===== src/common/conn_status_b_defines.vh =====
// constants for the connection status word b register block
`ifndef CONN_STATUS_B_DEFINES_VH
`define CONN_STATUS_B_DEFINES_VH

// ****************************************************************
// register addresses
// ****************************************************************
`define CSB_ADDR_STATUS     6'h11
`define CSB_ADDR_CONTROL    6'h1F

// ****************************************************************
// field positions in the status word
// ****************************************************************
`define CSB_RF_LSB          4'hE
`define CSB_PCI_LSB         4'hC
`define CSB_SCRUB_BIT       4'hB
`define CSB_CM_LSB          4'h7
`define CSB_VEC_BIT         4'h6
`define CSB_LSF_BIT         4'h5
`define CSB_RCF_BIT         4'h4
`define CSB_TCF_BIT         4'h3
`define CSB_BRK_LSB         4'h0

// ****************************************************************
// field positions in the control register
// ****************************************************************
`define CSB_CTL_BRK_CLR_BIT 4'h0
`define CSB_CTL_HOLD_BIT    4'h1

// ****************************************************************
// codes and reset values
// ****************************************************************
`define CSB_CM_OFF          4'h0
`define CSB_CM_LAST         4'h9
`define CSB_BRK_NONE        3'h0
`define CSB_BRK_LAST        3'h6
`define CSB_RF_RESET        2'h0
`define CSB_PCI_RESET       2'h0
`define CSB_WORD_RESET      16'h0000

`endif


===== src/rtl/conn_status_b.v =====
// connection status word b: capture, packing and register port
`timescale 1ns/100ps
`include "conn_status_b_defines.vh"

// Notes on behaviour
// (RQ1) status word at 0x11, writes ignored
// (RQ2) bits 15:14 show repeat filter state
// (RQ3) bits 13:12 show insertion machine state
// (RQ4) bit 11 set while scrub runs
// (RQ5) bits 10:7 show cm state, reserved never
// (RQ6) line state seen cleared on cm change
// (RQ7) code started flags set at code start
// (RQ8) bits 2:0 hold last break cause
module conn_status_b #(
    parameter ADDR_W = 6,
    parameter DATA_W = 16
) (
    // clock and reset
    input  wire              clk_sys_i,
    input  wire              sys_rst_i,
    // register port
    input  wire [ADDR_W-1:0] reg_addr_i,
    input  wire [DATA_W-1:0] reg_wdata_i,
    input  wire              reg_wr_i,
    input  wire              reg_rd_i,
    output reg  [DATA_W-1:0] reg_rdata_o,
    // repeat filter and insertion machine
    input  wire [1:0]        repeat_filter_state_field_i,
    input  wire [1:0]        pci_state_i,
    input  wire              scrub_active_i,
    // connection management machine
    input  wire [3:0]        cm_state_i,
    input  wire              vector_transmit_i,
    input  wire              lss_set_i,
    input  wire              tcs_set_i,
    input  wire              rcs_set_i,
    input  wire              break_i,
    input  wire [2:0]        break_cause_i,
    // live view of the word
    output reg  [DATA_W-1:0] status_word_o,
    output reg               cm_change_o
);

    // ****************************************************************
    // declarations
    // ****************************************************************
    reg  [1:0]        repeat_filter_state_field_q;
    reg  [1:0]        pci_state_q;
    reg               scrub_q;
    reg               vector_q;
    reg               hold_q;
    reg               brk_clr_q;
    reg  [DATA_W-1:0] word_d;
    reg  [DATA_W-1:0] rdata_d;
    wire [3:0]        cm_state;
    wire              cm_change;
    wire              line_state_seen_flag;
    wire              transmit_code_started_flag;
    wire              receive_code_started_flag;
    wire [2:0]        break_cause;
    wire              sel_status;
    wire              sel_control;
    wire              ctl_wr;

    // ****************************************************************
    // address decode
    // ****************************************************************
    // only the control register takes writes; the status word has no
    // write path at all, so a stray write cannot disturb it
    assign sel_status  = (reg_addr_i == `CSB_ADDR_STATUS);     // [RQ1]
    assign sel_control = (reg_addr_i == `CSB_ADDR_CONTROL);
    assign ctl_wr      = reg_wr_i && sel_control;

    // ****************************************************************
    // control register
    // ****************************************************************
    // break clear is a one-cycle pulse; hold freezes the live view
    always @(posedge clk_sys_i or posedge sys_rst_i) begin
        if (sys_rst_i) begin
            hold_q    <= 1'b0;
            brk_clr_q <= 1'b0;
        end else begin
            brk_clr_q <= ctl_wr && reg_wdata_i[`CSB_CTL_BRK_CLR_BIT];
            if (ctl_wr) begin
                hold_q <= reg_wdata_i[`CSB_CTL_HOLD_BIT];
            end
        end
    end

    // ****************************************************************
    // capture of machine states
    // ****************************************************************
    // inputs come from logic on this clock, so one stage suffices;
    // the stage keeps all fields of the word aligned in time
    always @(posedge clk_sys_i or posedge sys_rst_i) begin
        if (sys_rst_i) begin
            repeat_filter_state_field_q  <= `CSB_RF_RESET;
            pci_state_q <= `CSB_PCI_RESET;
            scrub_q     <= 1'b0;
            vector_q    <= 1'b0;
        end else begin
            repeat_filter_state_field_q  <= repeat_filter_state_field_i;                         // [RQ2]
            pci_state_q <= pci_state_i;                        // [RQ3]
            scrub_q     <= scrub_active_i;                     // [RQ4]
            vector_q    <= vector_transmit_i;
        end
    end

    // ****************************************************************
    // connection management state and flags
    // ****************************************************************
    cm_state_tracker u_tracker (
        .clk_sys_i   (clk_sys_i),
        .sys_rst_i   (sys_rst_i),
        .cm_state_i  (cm_state_i),
        .cm_state_o  (cm_state),
        .cm_change_o (cm_change)
    );

    // flags clear on the same edge that the state register moves
    cm_flag_keeper u_flags (
        .clk_sys_i     (clk_sys_i),
        .sys_rst_i     (sys_rst_i),
        .cm_change_i   (cm_change),
        .lss_set_i     (lss_set_i),
        .tcs_set_i     (tcs_set_i),
        .rcs_set_i     (rcs_set_i),
        .break_i       (break_i),
        .break_cause_i (break_cause_i),
        .break_clr_i   (brk_clr_q),
        .lsf_o         (line_state_seen_flag),
        .tcf_o         (transmit_code_started_flag),
        .rcf_o         (receive_code_started_flag),
        .break_cause_o (break_cause)
    );

    // ****************************************************************
    // word packing
    // ****************************************************************
    // break cause takes bits 2:0, so every bit of the word is a field
    always @* begin
        word_d                          = `CSB_WORD_RESET;
        word_d[`CSB_RF_LSB +: 2]        = repeat_filter_state_field_q;          // [RQ2]
        word_d[`CSB_PCI_LSB +: 2]       = pci_state_q;         // [RQ3]
        word_d[`CSB_SCRUB_BIT]          = scrub_q;             // [RQ4]
        word_d[`CSB_CM_LSB +: 4]        = cm_state;            // [RQ5]
        word_d[`CSB_VEC_BIT]            = vector_q;
        word_d[`CSB_LSF_BIT]            = line_state_seen_flag;                 // [RQ6]
        word_d[`CSB_RCF_BIT]            = receive_code_started_flag;                 // [RQ7]
        word_d[`CSB_TCF_BIT]            = transmit_code_started_flag;                 // [RQ7]
        word_d[`CSB_BRK_LSB +: 3]       = break_cause;         // [RQ8]
    end

    // ****************************************************************
    // live view
    // ****************************************************************
    // hold lets software take a coherent snapshot across many reads;
    // the trade-off is that status_word_o freezes along with the read; cm_change_o keeps running
    always @(posedge clk_sys_i or posedge sys_rst_i) begin
        if (sys_rst_i) begin
            status_word_o <= `CSB_WORD_RESET;
            cm_change_o   <= 1'b0;
        end else begin
            cm_change_o <= cm_change;                          // [RQ6]
            if (!hold_q) begin
                status_word_o <= word_d;
            end
        end
    end

    // ****************************************************************
    // read mux
    // ****************************************************************
    // unmapped addresses read as zero
    always @* begin
        rdata_d = {DATA_W{1'b0}};
        if (sel_status) begin
            rdata_d = hold_q ? status_word_o : word_d;         // [RQ1]
        end else if (sel_control) begin
            rdata_d[`CSB_CTL_HOLD_BIT] = hold_q;
        end
    end

    // read data stand only in the cycle after the strobe
    always @(posedge clk_sys_i or posedge sys_rst_i) begin
        if (sys_rst_i) begin
            reg_rdata_o <= {DATA_W{1'b0}};
        end else if (reg_rd_i) begin
            reg_rdata_o <= rdata_d;
        end else begin
            reg_rdata_o <= {DATA_W{1'b0}};
        end
    end

endmodule // conn_status_b


===== src/rtl/cm_state_tracker.v =====
// connection management state capture with reserved code rejection
`timescale 1ns/100ps
`include "conn_status_b_defines.vh"

module cm_state_tracker (
    // clock and reset
    input  wire       clk_sys_i,
    input  wire       sys_rst_i,
    // live state from the connection management machine
    input  wire [3:0] cm_state_i,
    // captured state and change strobe
    output reg  [3:0] cm_state_o,
    output wire       cm_change_o
);

    // ****************************************************************
    // capture
    // ****************************************************************
    wire code_ok;

    // reserved codes are dropped so the word never shows them
    assign code_ok     = (cm_state_i <= `CSB_CM_LAST);       // [RQ5]
    assign cm_change_o = code_ok && (cm_state_i != cm_state_o);

    // state register follows every legal code
    always @(posedge clk_sys_i or posedge sys_rst_i) begin
        if (sys_rst_i) begin
            cm_state_o <= `CSB_CM_OFF;
        end else if (code_ok) begin
            cm_state_o <= cm_state_i;                          // [RQ5]
        end
    end

endmodule // cm_state_tracker


===== src/rtl/cm_flag_keeper.v =====
// connection management flags and break cause keeper
`timescale 1ns/100ps
`include "conn_status_b_defines.vh"

module cm_flag_keeper (
    // clock and reset
    input  wire       clk_sys_i,
    input  wire       sys_rst_i,
    // state change from the tracker
    input  wire       cm_change_i,
    // flag set pulses
    input  wire       lss_set_i,
    input  wire       tcs_set_i,
    input  wire       rcs_set_i,
    // break event and cause
    input  wire       break_i,
    input  wire [2:0] break_cause_i,
    input  wire       break_clr_i,
    // kept flags
    output reg        lsf_o,
    output reg        tcf_o,
    output reg        rcf_o,
    output reg  [2:0] break_cause_o
);

    // ****************************************************************
    // flags
    // ****************************************************************
    wire brk_ok;

    // cause 000 and 111 carry no break meaning
    assign brk_ok = break_i && (break_cause_i != `CSB_BRK_NONE) &&
                    (break_cause_i <= `CSB_BRK_LAST);

    // a set in the same cycle as a clear wins, so no event is lost
    always @(posedge clk_sys_i or posedge sys_rst_i) begin
        if (sys_rst_i) begin
            lsf_o         <= 1'b0;
            tcf_o         <= 1'b0;
            rcf_o         <= 1'b0;
            break_cause_o <= `CSB_BRK_NONE;
        end else begin
            if (lss_set_i) begin
                lsf_o <= 1'b1;
            end else if (cm_change_i) begin
                lsf_o <= 1'b0;                                 // [RQ6]
            end
            if (tcs_set_i) begin
                tcf_o <= 1'b1;                                 // [RQ7]
            end else if (cm_change_i) begin
                tcf_o <= 1'b0;
            end
            if (rcs_set_i) begin
                rcf_o <= 1'b1;                                 // [RQ7]
            end else if (cm_change_i) begin
                rcf_o <= 1'b0;
            end
            if (brk_ok) begin
                break_cause_o <= break_cause_i;                // [RQ8]
            end else if (break_clr_i) begin
                break_cause_o <= `CSB_BRK_NONE;                // [RQ8]
            end
        end
    end

endmodule // cm_flag_keeper


===== config.mk =====
export PLATFORM = sky130hd
export DESIGN_NAME = conn_status_b
export DESIGN_NICKNAME = d
export VERILOG_FILES = /design/src/rtl/conn_status_b.v /design/src/rtl/cm_state_tracker.v /design/src/rtl/cm_flag_keeper.v
export VERILOG_INCLUDE_DIRS = /design/src /design/src/common
export SDC_FILE = /design/constraint.sdc
export NUM_CORES = 1
export LEC_CHECK = 0
export BUFFER_PORTS_ARGS = -buffer_cell sky130_fd_sc_hd__buf_4
export CORE_MARGIN = 3
export CORE_UTILIZATION = 52
export DETAILED_ROUTE_END_ITERATION = 10
export MAX_ROUTING_LAYER = met4
export PLACE_DENSITY = 0.84
export SYNTH_ARGS = -nofsm -noshare
export SYNTH_HDL_FRONTEND = slang
export SYNTH_HIERARCHICAL = 1
export SYNTH_SLANG_ARGS = --single-unit
export TNS_END_PERCENT = 5

===== constraint.sdc =====
create_clock -name clk_sys_i -period 2.65 [get_ports clk_sys_i]
set_input_delay 0.265 -clock clk_sys_i [delete_from_list [all_inputs] [get_ports clk_sys_i]]
set_output_delay 0.265 -clock clk_sys_i [all_outputs]
set_load 0.01 [all_outputs]

==> reports/metrics.csv <==
stage,metric,value,unit
worst_setup_path,reg2reg_depth,4,
synth,syn-cell-area,2060,µm²
worst_setup_path,regToRegEndpoint,reg_rdata_o[1],
die,core_area,3740,µm²
finish,area_delta_synth_final,30.4,%
routing,vias,1325,
worst_setup_path,path_class,register to register,
worst_setup_path,critical-path-top-delay-family,flip-flops,
placement,place_congestion,0.749,
die,pin_count,76,
die,die_h,68.9,µm
grt,grt_pass1_wl,6600,µm
grt,grt_max_degree,23,
worst_setup_path,crit_start,hold_q,
routing,drt_iter0_drc,53,
power,p_per_area,664,nW/µm²
worst_setup_path,r2r_setup_slack,1.10,ns
synth,synth.avg_cell_area,14.9,µm²
worst_setup_path,crit_path_max_incr_delay,0.59,ns
sta,worstMarginPinSlew,0.813,ns
worst_setup_path,worst-path-stages,4,
run,cap_viol_max_count,0,
worst_hold_path,hold_start,pci_state_i[0],
cts,clkLatencyLatePin,0.30,ns
worst_hold_path,min_path_type,primary input to register,
cts,postCtsSetupRepairBufs,0,
cts,clock_path_buffers,2,
synth,seq_area_frac_synth,62.0,%
power,p_leak,1.35,nW
cts,ctsHtreeMaxLevel,2,
cts,clock_sinks,51,
cts,cts_made_buffers,5,
die,rows,22,
worst_setup_path,cpMaxStageDelayCell,dfrtp_1,
sta,fin_crit_sh,58.5,%
worst_setup_path,cp-start-kind,register,
sta,setup-violations-final,0,
placement,numPlacedInstances,245,
sta,slew_viol_final,0,
placement,port-buffer-count,61,
die,start_util,55.0,%
routing,wirelength,3990,µm
sta,hold_violations,0,
worst_setup_path,arrival,1.73,ns
placement,hpwl,3070,µm
synth,synth-seq-cells,51,
finish,fin_nets,248,
routing,firstDrtPassIters,4,
sta,finalClockSkew,0.00914,ns
worst_setup_path,endpoint_kind,register,
finish,n_antenna_cell,0,
sta,fmax,646,MHz
sta,rsz0062_at_grt,false,
cts,cts_tree,done,
sta,slew_headroom,45.7,%
worst_setup_path,endpoint,reg_rdata_o[1],
cts,cts.clk_slew.worst_paths,0.09,ns
grt,antenna_found_initial,0,
worst_setup_path,cp_max_fo,10,
status,outcome,completed,
routing,wl_per_cell,15.7,µm
power,ir_drop,322,µV
synth,synth_nets,181,
sta,final.setup.tns,0,ns
worst_setup_path,critPathBufInv,1,
routing,remaining_drc_errors,0,
die,die_width,68.9,µm
routing,via_per_inst,5.22,
grt,grt_pass1_vias,1469,
synth,synth_cell_type_count,34,
finish,instances_no_fill,254,
die,die-area,4750,µm²
worst_setup_path,cp_cell_sequence,"buf_4, mux2_2, nand3_1, a21boi_0",
worst_setup_path,worst_r2r_startpoint,hold_q,
routing,ant_nets,0,
grt,gr-total-overflow,0,
cts,cts_root_buf,clkbuf_8,
grt,grt_usage,20.1,%
sta,layout_min_cycle_time,1.55,ns
synth,synthCells,138,
worst_setup_path,worstPathRequired,2.83,ns
synth,synth_warnings,6,
finish,layout-drive-gt1-share,51.0,%
## cell usage in the layout (no fill, tap or decap), drive strengths merged
cell	synthesis	layout
bufinv	0	2
xor2	2	2
inv	9	9
buf	4	63
a21boi	1	1
a221oi	2	2
and3	1	1
o31a	1	1
mux2	18	18
or3	1	1
nand2b	3	3
a21oi	4	4
nor2	4	4
and3b	2	2
dlygate4sd3	0	1
nor4	1	1
nor2b	14	14
clkbuf	0	5
a311oi	1	1
nor3	2	2
nand2	3	3
o21a	1	1
a22o	2	2
dfrtp	51	51
nand3	4	4
a21o	3	3
clkinvlp	0	1
and2b	2	2
o22ai	1	1
o21ai	1	1
## flip-flops by register name, summed over array words and instances, names as in the netlist
register                     cells
brk_clr_q                        1
cm_change_o                      1
hold_q                           1
pci_state_q                      2
reg_rdata_o                     16
repeat_filter_state_field_q      2
scrub_q                          1
status_word_o                   16
u_flags/break_cause_o            3
u_flags/lsf_o                    1
u_flags/rcf_o                    1
u_flags/tcf_o                    1
u_tracker/cm_state_o             4
vector_q                         1
## per-stage QoR
step                      setup slack (ns)  area (µm²)  hold slack, ns  power [mW]  utilization (%)
final                                 1.10        2680          0.0635        1.78             71.7
after global routing                 0.998        2680          0.0456        1.87             71.7
after global placement                1.15        2540           0.176        1.17             67.8
after CTS                             1.09        2680          0.0516        1.80             71.7
after detailed placement              1.09        2540           0.184        1.18             67.8
after floorplan                       1.42        2060          0.0311        1.06                -
## worst min path at each step
stage                                   end  slack (ns)  cells after the start
floorplan           u_tracker/cm_state_o[0]        0.03                      1
detailed placement  u_tracker/cm_state_o[0]        0.18                      2
global placement    u_tracker/cm_state_o[0]        0.18                      2
global route                 pci_state_q[0]        0.05                      1
CTS                          pci_state_q[0]        0.05                      1
finish                       pci_state_q[0]        0.06                      1
## worst register-to-register path: cells and delay by family (launching register included)
kind            cells  cell delay [ns]
flops               1             0.59
mux                 1             0.37
buf+inv             1             0.30
simple gates        1             0.08
compound gates      1             0.08
## metal layers
layer	share of wire (%)	global-route usage (%)
met1	39	21.8
met2	51	33.7
met3	6.9	5.35
met4	3.8	10.7
met5	0	-
## Yosys cell counts
cell | n | share of area, %
o22ai_1 | 1 | 0.30
buf_6 | 3 | 1.6
nor2b_1 | 6 | 1.8
nor3_4 | 1 | 0.79
and2b_1 | 2 | 0.73
nor3_1 | 1 | 0.24
nand3_1 | 2 | 0.49
a22o_1 | 2 | 0.85
nand3_2 | 1 | 0.49
buf_12 | 1 | 0.97
and3_1 | 1 | 0.30
a311oi_1 | 1 | 0.43
inv_2 | 1 | 0.18
a21oi_1 | 4 | 0.97
inv_1 | 8 | 1.5
dfrtp_1 | 51 | 62
nor2b_4 | 8 | 5.3
a21o_1 | 3 | 1.1
o21a_1 | 1 | 0.36
and3b_1 | 1 | 0.43
nor4_2 | 1 | 0.61
and3b_2 | 1 | 0.49
a221oi_2 | 2 | 1.5
nand3_4 | 1 | 0.85
o31a_1 | 1 | 0.43
nand2b_1 | 3 | 0.91
a21boi_0 | 1 | 0.36
mux2_2 | 10 | 5.5
xor2_1 | 2 | 0.85
mux2_4 | 8 | 5.8
o21ai_1 | 1 | 0.24
nor2_1 | 4 | 0.73
or3_1 | 1 | 0.30
nand2_1 | 3 | 0.55
## cell families after synthesis
logic type | synth area share, %
flip-flops | 62.0
XOR/XNOR | 0.851
multiplexers | 11.3
AND/OR/NAND/NOR | 15.1
AO/OA/AOI/OAI | 6.51
buffers and inverters | 4.26
## layout make-up
class / count / area (µm²)
clock buffer: 5 / 68.8
clock inverter: 3 / 67.6
fill: 277 / 1060
inverter: 9 / 33.8
multi-input combinational: 74 / 694
sequential: 51 / 1280
tap: 48 / 60.1
timing repair buffer: 64 / 483
## repair_timing
item,4_1_cts,5_1_grt
hold buffers,1,0
hold endpoints to repair,10,0
resized for setup,0,0
## power by group
group / internal [mW] / switching [mW] / total, mW
combinational: 0.167 / 0.119 / 0.287
clock: 0.376 / 0.243 / 0.619
sequential: 0.837 / 0.0413 / 0.878
total: 1.38 / 0.403 / 1.78
(Power assumes the default switching activity.)
